## src/ued_consts.vh

```
// Constants of the endpoint buffer and DMA block: register offsets,
// field positions, reset values and handshake codes.
// Assumes it is included by bare name into each design file.
`ifndef UED_CONSTS_VH
`define UED_CONSTS_VH

// ************
// Register offsets on the 5-bit register port.
// ************
`define UED_A_DEV_ADDR   5'h00
`define UED_A_EP_ENABLE  5'h01
`define UED_A_EP_DIR_IN  5'h02
`define UED_A_EP_ISO     5'h03
`define UED_A_DMA_CFG    5'h04
`define UED_A_BURST      5'h05
`define UED_A_COUNT      5'h06
`define UED_A_IRQ        5'h07
`define UED_A_HW_CFG     5'h08
`define UED_A_EP_STAT_HI 1'b1

// ************
// Field positions.
// ************
`define UED_DMA_EN_BIT   0
`define UED_DMA_IDX_LSB  4
`define UED_DMA_IDX_MSB  7
`define UED_SHARED_BIT   0

// ************
// Reset values.
// ************
`define UED_RST_DEV_ADDR 7'h00
`define UED_RST_EP_MASK  16'h0000
`define UED_RST_BURST    8'h10
`define UED_RST_COUNT    16'h0000
`define UED_RST_IDX      4'h1

// ************
// Handshake codes sent back to the serial engine.
// ************
`define UED_HS_ACK       2'h0
`define UED_HS_NAK       2'h1

// ************
// Endpoint range allowed to use DMA.
// ************
`define UED_DMA_EP_FIRST 4'h1
`define UED_DMA_EP_LAST  4'he

`endif

```

## src/ued_pingpong.v

```verilog
// Ping-pong pair of packet buffers for one endpoint.
// Assumes one writer and one reader that never touch the same buffer:
// the writer fills only a free buffer, the reader drains only a full one.
`include "ued_consts.vh"

module ued_pingpong #(
    parameter DEPTH = 64,
    parameter PW    = 7
) (
    input  wire          clk_sys,
    input  wire          reset,
    input  wire          wr_en,
    input  wire [7:0]    wr_data,
    input  wire          wr_commit,
    input  wire          rd_en,
    input  wire          rd_release,
    input  wire          rd_rewind,
    output wire [1:0]    full,
    output wire          wr_free,
    output wire          wr_at_end,
    output wire          wr_any,
    output wire          rd_avail,
    output wire          rd_last,
    output reg  [7:0]    rd_data_q
);
    localparam [PW-1:0] LAST = DEPTH[PW-1:0] - 1'b1;
    localparam [PW-1:0] SIZE = DEPTH[PW-1:0];

    reg [7:0]    mem [0:2*DEPTH-1];
    reg [1:0]    full_q;
    reg [PW-1:0] len0_q;
    reg [PW-1:0] len1_q;
    reg          wr_sel_q;
    reg [PW-1:0] wr_ptr_q;
    reg          rd_sel_q;
    reg [PW-1:0] rd_ptr_q;
    reg          rd_sel_d;
    reg [PW-1:0] rd_ptr_d;

    wire          wr_ok  = wr_en && (wr_ptr_q != SIZE);
    wire [PW-1:0] wr_cnt = wr_ptr_q + {{(PW-1){1'b0}}, wr_ok};
    wire [PW-1:0] rd_len = rd_sel_q ? len1_q : len0_q;

    assign full      = full_q;
    assign wr_free   = ~full_q[wr_sel_q];
    assign wr_at_end = (wr_ptr_q == LAST);
    assign wr_any    = (wr_ptr_q != {PW{1'b0}});
    assign rd_avail  = full_q[rd_sel_q];
    assign rd_last   = rd_avail && ((rd_ptr_q + 1'b1) == rd_len);

    // Next read position, so the output byte is fetched one edge early.
    always @*
    begin
        rd_sel_d = rd_sel_q;
        rd_ptr_d = rd_ptr_q;
        if (rd_release)
        begin
            rd_sel_d = ~rd_sel_q;
            rd_ptr_d = {PW{1'b0}};
        end
        else if (rd_rewind)
            rd_ptr_d = {PW{1'b0}};
        else if (rd_en)
            rd_ptr_d = rd_ptr_q + 1'b1;
    end

    // Buffer storage; not reset, its contents only matter once written.
    always @(posedge clk_sys)
    begin
        if (wr_ok)
            mem[{wr_sel_q, wr_ptr_q[PW-2:0]}] <= wr_data;
        rd_data_q <= mem[{rd_sel_d, rd_ptr_d[PW-2:0]}];
    end

    // Full flags, lengths and pointers.
    always @(posedge clk_sys)
    begin
        if (reset)
        begin
            full_q   <= 2'h0;
            len0_q   <= {PW{1'b0}};
            len1_q   <= {PW{1'b0}};
            wr_sel_q <= 1'b0;
            wr_ptr_q <= {PW{1'b0}};
            rd_sel_q <= 1'b0;
            rd_ptr_q <= {PW{1'b0}};
        end
        else
        begin
            rd_sel_q <= rd_sel_d;
            rd_ptr_q <= rd_ptr_d;
            if (rd_release)
                full_q[rd_sel_q] <= 1'b0;
            if (wr_commit)
            begin
                full_q[wr_sel_q] <= 1'b1;
                if (wr_sel_q)
                    len1_q <= wr_cnt;
                else
                    len0_q <= wr_cnt;
                wr_sel_q <= ~wr_sel_q;
                wr_ptr_q <= {PW{1'b0}};
            end
            else
                wr_ptr_q <= wr_cnt;
        end
    end
endmodule

```

## src/ued_top.v

```verilog
// Endpoint buffer and DMA logic of a full-speed USB device controller.
// Assumes a serial engine that decodes tokens and shifts bytes, a local
// processor on the register port and an external DMA controller.
// How it works
// - answer only matching address and enabled endpoint.
// - IN sends full buffer, else NAK.
// - non-iso IN completes on host ACK.
// - iso IN completes right after data.
// - OUT stores into empty buffer, else NAK.
// - non-iso OUT sends ACK and completes on the same edge.
// - iso OUT completes without handshake.
// - buffer becoming empty raises interrupt.
// - IN request while enabled and buffer free.
// - drop request after burst, then restart.
// - full IN buffer drops request, validates.
// - count done or disable ends transfer.
// - OUT request while enabled and buffer full.
// - drained OUT buffer drops request, clears.
// - OUT termination clears buffer, disables handler.
// - shared bit moves handshake to channel one.
// - status read clears endpoint interrupt bit.
// - only endpoints one to fourteen use DMA.
`include "ued_consts.vh"

module ued_top #(
    parameter DEPTH = 64,
    parameter PW    = 7
) (
    input  wire        clk_sys,
    input  wire        reset,
    input  wire [4:0]  reg_addr,
    input  wire [15:0] reg_wdata,
    input  wire        reg_wr,
    input  wire        reg_rd,
    output reg  [15:0] reg_rdata,
    input  wire        tok_valid,
    input  wire        tok_is_in,
    input  wire [6:0]  tok_addr,
    input  wire [3:0]  tok_ep,
    output wire        tx_valid,
    input  wire        tx_ready,
    output wire [7:0]  tx_data,
    output wire        tx_last,
    input  wire        rx_valid,
    input  wire [7:0]  rx_data,
    input  wire        rx_end,
    input  wire        host_ack,
    input  wire        host_timeout,
    output reg         hs_valid,
    output reg  [1:0]  hs_code,
    output wire        irq,
    output wire        periph_dma_request,
    input  wire        periph_dma_acknowledge_n,
    output wire        first_channel_dma_request,
    input  wire        first_channel_dma_acknowledge_n,
    input  wire        host_dma_request,
    output wire        host_dma_acknowledge_n,
    input  wire [7:0]  dma_wdata,
    output wire [7:0]  dma_rdata
);
    localparam [1:0] S_IDLE = 2'h0;
    localparam [1:0] S_TX   = 2'h1;
    localparam [1:0] S_WACK = 2'h2;
    localparam [1:0] S_RX   = 2'h3;

    // ************
    // Register file.
    // ************
    reg [6:0]  dev_addr_q;
    reg [15:0] ep_en_q;
    reg [15:0] ep_in_q;
    reg [15:0] ep_iso_q;
    reg        dma_en_q;
    reg [3:0]  idx_q;
    reg [7:0]  burst_q;
    reg [15:0] count_q;
    reg [15:0] irq_q;
    reg        shared_q;
    reg [1:0]  st_q;
    reg        gap_q;
    reg [7:0]  bcnt_q;
    reg [15:0] ev_set;
    reg [15:0] rd_clr;
    reg [15:0] rdata_d;

    wire [1:0] pp_full;
    wire       pp_wr_free;
    wire       pp_wr_at_end;
    wire       pp_wr_any;
    wire       pp_rd_avail;
    wire       pp_rd_last;
    wire [7:0] pp_rd_data;

    // True when the endpoint number may be steered to the DMA buffer.
    function dma_capable;
        input [3:0] ep;
        begin
            dma_capable = (ep >= `UED_DMA_EP_FIRST) && (ep <= `UED_DMA_EP_LAST);
        end
    endfunction

    wire wr_cfg   = reg_wr && (reg_addr == `UED_A_DMA_CFG);
    wire in_mode  = ep_in_q[idx_q];
    wire iso_mode = ep_iso_q[idx_q];
    wire dma_ep   = dma_capable(idx_q) && ep_en_q[idx_q];

    // ************
    // Token decode for the serial engine.
    // ************
    wire tok_hit = tok_valid && (st_q == S_IDLE)
                && (tok_addr == dev_addr_q) && ep_en_q[tok_ep];
    wire tok_buf = tok_hit && dma_capable(tok_ep) && (tok_ep == idx_q)
                && (ep_in_q[tok_ep] == tok_is_in);
    wire go_tx   = tok_is_in && tok_buf && pp_rd_avail;
    wire go_rx   = !tok_is_in && tok_buf && pp_wr_free;

    wire tx_end   = (st_q == S_TX) && tx_ready && pp_rd_last;
    wire in_done  = (tx_end && iso_mode)
                 || ((st_q == S_WACK) && host_ack);
    wire out_done = (st_q == S_RX) && rx_end;

    // ************
    // DMA handshake.
    // ************
    wire dma_ack_n = shared_q ? first_channel_dma_acknowledge_n
                              : periph_dma_acknowledge_n;
    wire want_in   = in_mode && pp_wr_free;
    wire want_out  = !in_mode && pp_rd_avail;
    wire dreq      = dma_en_q && dma_ep && (count_q != 16'h0000)
                  && (want_in || want_out) && !gap_q;
    wire dma_xfer  = dreq && !dma_ack_n;
    wire cnt_done  = dma_xfer && (count_q == 16'h0001);
    wire sw_off    = wr_cfg && !reg_wdata[`UED_DMA_EN_BIT] && dma_en_q;
    wire dma_term  = cnt_done || sw_off;
    wire burst_end = dma_xfer && ((bcnt_q + 1'b1) == burst_q);

    // Buffer hookup: DMA fills and USB drains for IN, the reverse for OUT.
    wire pp_wr_en  = in_mode ? dma_xfer
                             : ((st_q == S_RX) && rx_valid);
    wire [7:0] pp_wr_data = in_mode ? dma_wdata : rx_data;
    wire in_fill   = in_mode && dma_xfer && pp_wr_at_end;
    wire in_term   = in_mode && dma_term
                  && (pp_wr_any || dma_xfer);
    wire pp_commit = in_mode ? (in_fill || in_term)
                             : (out_done && pp_wr_any);
    wire out_drain = !in_mode && dma_xfer && pp_rd_last;
    wire out_term  = !in_mode && dma_term && pp_rd_avail;
    wire out_empty = out_drain || out_term;
    wire pp_rd_en  = in_mode ? ((st_q == S_TX) && tx_ready) : dma_xfer;
    wire pp_rel    = in_mode ? in_done : out_empty;
    wire pp_rewind = in_mode && (st_q == S_WACK) && host_timeout;

    ued_pingpong #(
        .DEPTH      (DEPTH),
        .PW         (PW)
    ) u_buf (
        .clk_sys    (clk_sys),
        .reset      (reset),
        .wr_en      (pp_wr_en),
        .wr_data    (pp_wr_data),
        .wr_commit  (pp_commit),
        .rd_en      (pp_rd_en),
        .rd_release (pp_rel),
        .rd_rewind  (pp_rewind),
        .full       (pp_full),
        .wr_free    (pp_wr_free),
        .wr_at_end  (pp_wr_at_end),
        .wr_any     (pp_wr_any),
        .rd_avail   (pp_rd_avail),
        .rd_last    (pp_rd_last),
        .rd_data_q  (pp_rd_data)
    );

    assign tx_valid  = (st_q == S_TX);
    assign tx_data   = pp_rd_data;
    assign tx_last   = pp_rd_last;
    assign dma_rdata = pp_rd_data;
    assign irq       = |irq_q;

    // Shared mode hands the first channel to the peripheral side, and
    // the host side then sees its acknowledge held inactive.
    assign periph_dma_request        = shared_q ? 1'b0 : dreq;
    assign first_channel_dma_request = shared_q ? dreq : host_dma_request;
    assign host_dma_acknowledge_n    = shared_q ? 1'b1
                                                : first_channel_dma_acknowledge_n;

    // Interrupt set and clear vectors for the sticky endpoint bits.
    always @*
    begin
        ev_set = 16'h0000;
        rd_clr = 16'h0000;
        if (in_done || out_done || out_empty)
            ev_set[idx_q] = 1'b1;
        if (reg_rd && reg_addr[4] == `UED_A_EP_STAT_HI)
            rd_clr[reg_addr[3:0]] = 1'b1;
    end

    // Read data mux; unmapped offsets read as zero.
    always @*
    begin
        rdata_d = 16'h0000;
        if (reg_addr[4] == `UED_A_EP_STAT_HI)
        begin
            rdata_d[2] = ep_en_q[reg_addr[3:0]];
            rdata_d[3] = ep_in_q[reg_addr[3:0]];
            rdata_d[4] = ep_iso_q[reg_addr[3:0]];
            if (reg_addr[3:0] == idx_q)
            begin
                rdata_d[1:0] = pp_full;
                rdata_d[5]   = dreq;
            end
        end
        else
        begin
            case (reg_addr)
                `UED_A_DEV_ADDR:  rdata_d[6:0] = dev_addr_q;
                `UED_A_EP_ENABLE: rdata_d = ep_en_q;
                `UED_A_EP_DIR_IN: rdata_d = ep_in_q;
                `UED_A_EP_ISO:    rdata_d = ep_iso_q;
                `UED_A_DMA_CFG:
                begin
                    rdata_d[`UED_DMA_EN_BIT] = dma_en_q;
                    rdata_d[`UED_DMA_IDX_MSB:`UED_DMA_IDX_LSB] = idx_q;
                end
                `UED_A_BURST:     rdata_d[7:0] = burst_q;
                `UED_A_COUNT:     rdata_d = count_q;
                `UED_A_IRQ:       rdata_d = irq_q;
                `UED_A_HW_CFG:    rdata_d[`UED_SHARED_BIT] = shared_q;
                default:          rdata_d = 16'h0000;
            endcase
        end
    end

    // ************
    // Register writes, read data and sticky interrupt bits.
    // ************
    // Changing the endpoint index while a buffer holds data leaves that
    // data attached to the new endpoint; software must drain first.
    always @(posedge clk_sys)
    begin
        if (reset)
        begin
            dev_addr_q <= `UED_RST_DEV_ADDR;
            ep_en_q    <= `UED_RST_EP_MASK;
            ep_in_q    <= `UED_RST_EP_MASK;
            ep_iso_q   <= `UED_RST_EP_MASK;
            dma_en_q   <= 1'b0;
            idx_q      <= `UED_RST_IDX;
            burst_q    <= `UED_RST_BURST;
            shared_q   <= 1'b0;
            irq_q      <= 16'h0000;
            reg_rdata  <= 16'h0000;
        end
        else
        begin
            reg_rdata <= reg_rd ? rdata_d : 16'h0000;
            irq_q     <= ev_set | (irq_q & ~rd_clr);
            if (reg_wr && reg_addr == `UED_A_DEV_ADDR)
                dev_addr_q <= reg_wdata[6:0];
            if (reg_wr && reg_addr == `UED_A_EP_ENABLE)
                ep_en_q <= reg_wdata;
            if (reg_wr && reg_addr == `UED_A_EP_DIR_IN)
                ep_in_q <= reg_wdata;
            if (reg_wr && reg_addr == `UED_A_EP_ISO)
                ep_iso_q <= reg_wdata;
            if (reg_wr && reg_addr == `UED_A_BURST)
                burst_q <= reg_wdata[7:0];
            if (reg_wr && reg_addr == `UED_A_HW_CFG)
                shared_q <= reg_wdata[`UED_SHARED_BIT];
            // A software write wins over the automatic disable.
            if (wr_cfg)
            begin
                dma_en_q <= reg_wdata[`UED_DMA_EN_BIT];
                idx_q    <= reg_wdata[`UED_DMA_IDX_MSB:`UED_DMA_IDX_LSB];
            end
            else if (cnt_done && !in_mode)
                dma_en_q <= 1'b0;
        end
    end

    // ************
    // DMA byte counter and burst pacing.
    // ************
    // The gap holds the request low until the acknowledge has gone
    // inactive, so a new burst never starts inside the old bus grant.
    always @(posedge clk_sys)
    begin
        if (reset)
        begin
            count_q <= `UED_RST_COUNT;
            bcnt_q  <= 8'h00;
            gap_q   <= 1'b0;
        end
        else
        begin
            if (reg_wr && reg_addr == `UED_A_COUNT)
                count_q <= reg_wdata;
            else if (dma_xfer)
                count_q <= count_q - 1'b1;
            if (burst_end || in_fill || out_drain || dma_term || wr_cfg)
                bcnt_q <= 8'h00;
            else if (dma_xfer)
                bcnt_q <= bcnt_q + 1'b1;
            if (burst_end || in_fill || out_drain)
                gap_q <= 1'b1;
            else if (dma_ack_n)
                gap_q <= 1'b0;
        end
    end

    // ************
    // Serial engine sequencing and handshakes.
    // ************
    // An IN that times out waiting for ACK rewinds the buffer, so the
    // same packet goes out again at the next IN token.
    always @(posedge clk_sys)
    begin
        if (reset)
        begin
            st_q     <= S_IDLE;
            hs_valid <= 1'b0;
            hs_code  <= `UED_HS_ACK;
        end
        else
        begin
            hs_valid <= 1'b0;
            case (st_q)
                S_IDLE:
                begin
                    if (go_tx)
                        st_q <= S_TX;
                    else if (go_rx)
                        st_q <= S_RX;
                    else if (tok_hit)
                    begin
                        hs_valid <= 1'b1;
                        hs_code  <= `UED_HS_NAK;
                    end
                end
                S_TX:
                begin
                    if (tx_end)
                        st_q <= iso_mode ? S_IDLE : S_WACK;
                end
                S_WACK:
                begin
                    if (host_ack || host_timeout)
                        st_q <= S_IDLE;
                end
                S_RX:
                begin
                    if (rx_end)
                    begin
                        st_q <= S_IDLE;
                        if (!iso_mode)
                        begin
                            hs_valid <= 1'b1;
                            hs_code  <= `UED_HS_ACK;
                        end
                    end
                end
                default:
                    st_q <= S_IDLE;
            endcase
        end
    end
endmodule

```

## config.mk

```make
export PLATFORM = sky130hd
export DESIGN_NAME = ued_top
export DESIGN_NICKNAME = d
export VERILOG_FILES = /design/src/ued_pingpong.v /design/src/ued_top.v
export VERILOG_INCLUDE_DIRS = /design/src /design/src/src
export SDC_FILE = /design/constraint.sdc
export NUM_CORES = 2
export LEC_CHECK = 0
export BUFFER_PORTS_ARGS = -buffer_cell sky130_fd_sc_hd__buf_2
export CAP_MARGIN = 20
export CORE_ASPECT_RATIO = 0.6
export CORE_UTILIZATION = 55
export CTS_CLUSTER_SIZE = 16
export DETAILED_ROUTE_END_ITERATION = 6
export PLACE_DENSITY = 0.77
export REMOVE_ABC_BUFFERS = 1
export SYNTH_ARGS = -nofsm -noshare
export SYNTH_HDL_FRONTEND = slang
export SYNTH_SLANG_ARGS = --single-unit
```

## constraint.sdc

```tcl
create_clock -name clk_sys -period 4.58 [get_ports clk_sys]
set_input_delay 0.916 -clock clk_sys [delete_from_list [all_inputs] [get_ports clk_sys]]
set_output_delay 0.916 -clock clk_sys [all_outputs]
set_load 0.005 [all_outputs]
```

==> results_dict.tcl <==
set metrics [dict create \
    yosys.area.top_type "edfxtp_1" \
    maxSlewViolCount 0 \
    post-route-min-period_ns 4.65 \
    port_buffers 101 \
    hold_viol_final 0 \
    fin_ws_ns -0.0745 \
    clkLatencyLatePin_ns 0.74 \
    num_rows 85 \
    syn_area_per_cell_sq_um 12.2 \
    io_pins 103 \
    cp.required_ns 5.23 \
    finalCritPeriodShare_pct 102 \
    area_growth_pct 20.7 \
    cts-root-buf "clkbuf_16" \
    internal_power_w 0.0170 \
    synth_edf_count 1024 \
    rr_endpoint "u_buf.rd_data_q[6]" \
    violations "DRC, setup timing" \
    place_congestion 1.06 \
    wl_per_cell_um 29.4 \
    setup.worst_path.end "u_buf.rd_data_q[6]" \
    numClockSinks 1194 \
    grt_setup_unrepaired "true" \
    grtUsageTotal_pct 37.3 \
    overflow 0 \
    ys.flop_type "edfxtp_1" \
    maxCapViolCount 0 \
    slew_headroom_pct 29.9 \
    cp-end-kind "register" \
    cts_buffers 106 \
    hold_path_class "input port to register" \
    worstSetupStartpointType "register" \
    cts_tree "done" \
    synthArstFlopShare_pct 0 \
    fmax_mhz 215 \
    antenna_found_initial 13 \
    worst_pin_slew_ns 1.05 \
    synth_top_area_share_pct 61.1 \
    final.setup.tns_ns -0.229 \
    via_per_inst 6.63 \
    yosysWarnings 0 \
    clock_skew_ns 0.0325 \
    first_iter_violations 6829 \
    crit_arrival_ns 5.30 \
    pwr-share-seq_pct 54.7 \
    via_count 39583 \
    ys_seq_area_share_pct 67.9 \
    reg2reg_depth 14 \
    grt_pass1_wl_um 250000 \
    crit_start "count_q[6]" \
    power_switching_w 0.00474 \
    htree_levels 3 \
    totalWireLength_um 176000 \
    yosys-top-cells-area "edfxtp_1 (61%), dfxtp_1 (6.8%), nand2_1 (5.4%), nand3_1 (3.2%), nor2_1 (2.4%)" \
    grt_max_degree 129 \
    power.share.switching_pct 21.8 \
    peakVddDrop_v 0.000441 \
    place_inst 5747 \
    clock_path_buffers 3 \
    netlist-cell-type-count 89 \
    timing.rr.start "count_q[6]" \
    fin_cells 5969 \
    ys_ff_latch 1194 \
    grt_pass1_vias 36490 \
    yosysMostFrequentCell "edfxtp_1" \
    design.die.area_sq_mm 0.0927 \
    netlist_area_sq_mm 0.0503 \
    nets 4730 \
    clk_pin_slew_ns 0.07 \
    setup_viol 4 \
    detail-route-antenna-nets 0 \
    drive_gt1_share_pct 21.7 \
    synthTopCellsByCount "edfxtp_1 (1,024), nand2_1 (724), nand3_1 (325)" \
    chipWidth_um 392 \
    syn_inst 4112 \
    combPwrFrac_pct 3.7 \
    critPathKind "register to register" \
    hold_buffers 0 \
    dieHeight_um 236 \
    drc_errors 4 \
    r2r_slack_ns -0.07 \
    core-area_sq_mm 0.0901 \
    initial_core_util_pct 55.9 \
    power.density_mw_per_mm2 358 \
    dr.pass1.iters 7 \
    pre_cts_slack_ns -0.302 \
    clock_power_share_pct 41.6 \
    p_leak_nw 20.7 \
    crit_path_max_fanout 4 \
    dp.final_hpwl_um 121000 \
    status "finished with violations" \
]
repair_timing:
item,CTS,global route
gates resized for setup,15,69
pin swaps,3,20
cloned,0,3
endpoints found under the setup margin,5,15
buffers inserted,3,15
power groups by stage:
stage / Sequential, W / Clock [W] / Combinational (W)
after floorplan: 0.0122 / 0 / 0.000311
after global placement: 0.0121 / 0 / 0.000741
after detailed placement: 0.0121 / 0 / 0.000756
after CTS: 0.0119 / 0.00902 / 0.000758
after global routing: 0.0119 / 0.00945 / 0.000826
final: 0.0119 / 0.00906 / 0.000800
placed cells by master, fill, tap and decap left out, types with 32 or more instances in the layout:
cell type,n
a22oi_1,40
a31oi_1,56
nand3_1,322
nand2_1,714
o221ai_1,81
buf_12,76
mux2i_1,63
buf_4,535
buf_2,100
a211oi_1,32
clkbuf_16,109
nor3_1,116
o21ai_0,98
edfxtp_1,1024
or3_1,53
o211ai_1,39
nor2_1,308
xnor2_1,34
xor2_1,32
dfxtp_1,168
a21oi_1,192
sequential cells by signal, indices dropped and copies added, names as in the netlist, 7 cells and up:
name	flops
ep_iso_q	16
u_buf.len1_q	7
ep_in_q	16
ep_en_q	16
bcnt_q	8
u_buf.rd_data_q	8
u_buf.len0_q	7
irq_q	16
u_buf.mem	1024
count_q	16
reg_rdata	16
burst_q	8
dev_addr_q	7
u_buf.rd_ptr_q	7
u_buf.wr_ptr_q	7
layout make-up:
class                      instances  area, sq um
clock buffer                     140         2850
tap                             1218         1520
sequential                      1194        34200
timing repair buffer             724         6230
antenna                            1         2.50
inverter                          17         63.8
multi-input combinational       2615        15300
clock inverter                    60          612
fill                            6364        29400
worst min-delay path by stage:
stage | startpoint | to | slack (ns) | cells past startpoint
2_1_floorplan | gap_q | gap_q | 0.44 | 2
3_3_place_gp | u_buf.len1_q[0] | u_buf.len1_q[0] | 0.47 | 2
3_5_place_dp | ep_en_q[15] | ep_en_q[15] | 0.48 | 2
4_1_cts | reg_wdata[9] | ep_iso_q[9] | 0.45 | 3
5_1_grt | reg_wdata[9] | ep_iso_q[9] | 0.46 | 3
6_report | reg_wdata[9] | ep_iso_q[9] | 0.48 | 3
routing by layer:
metal / global-route usage, % / wire (um)
met5: 0 / 101
met1: 56.4 / 69300
met2: 47.1 / 67300
met3: 18.7 / 34200
met4: 8.84 / 4570
critical path, stage by stage, from the launching register on:
cell      delay (ns)
dfxtp_2         0.36
or4_4           0.61
or4b_4          0.52
or4_4           0.54
nor4_4          0.32
a21oi_4         0.12
or2_4           0.30
buf_4           0.16
o211ai_1        0.27
nand2_1         0.21
buf_6           0.21
o311ai_1        0.27
a211oi_1        0.16
a211o_1         0.36
a32oi_1         0.15
cells by family (layout without fill, tap and decap cells):
kind of cell             count (synthesis)  in the layout  share of synthesized area (%)
buffers and inverters                  304            941                           2.71
adder cells (fa/ha/maj)                 10             10                          0.249
flip-flops                            1194           1194                           67.9
AND/OR/NAND/NOR                       1691           1692                           15.0
AO/OA/AOI/OAI                          733            733                           9.92
XOR/XNOR                                67             67                           1.20
multiplexers                           112            112                           3.03
other                                    1              2                        0.00745
through the flow:
step | hold WS (ns) | cell area (sq um) | utilization, % | power (W)
floorplan | 0.441 | 49000 | - | 0.0125
global placement | 0.468 | 56700 | 62.9 | 0.0129
detailed placement | 0.483 | 56700 | 62.9 | 0.0129
CTS | 0.447 | 60200 | 66.9 | 0.0217
global route | 0.464 | 60700 | 67.4 | 0.0222
finish | 0.477 | 60700 | 67.4 | 0.0218
Power figures use the tool's default switching activity.
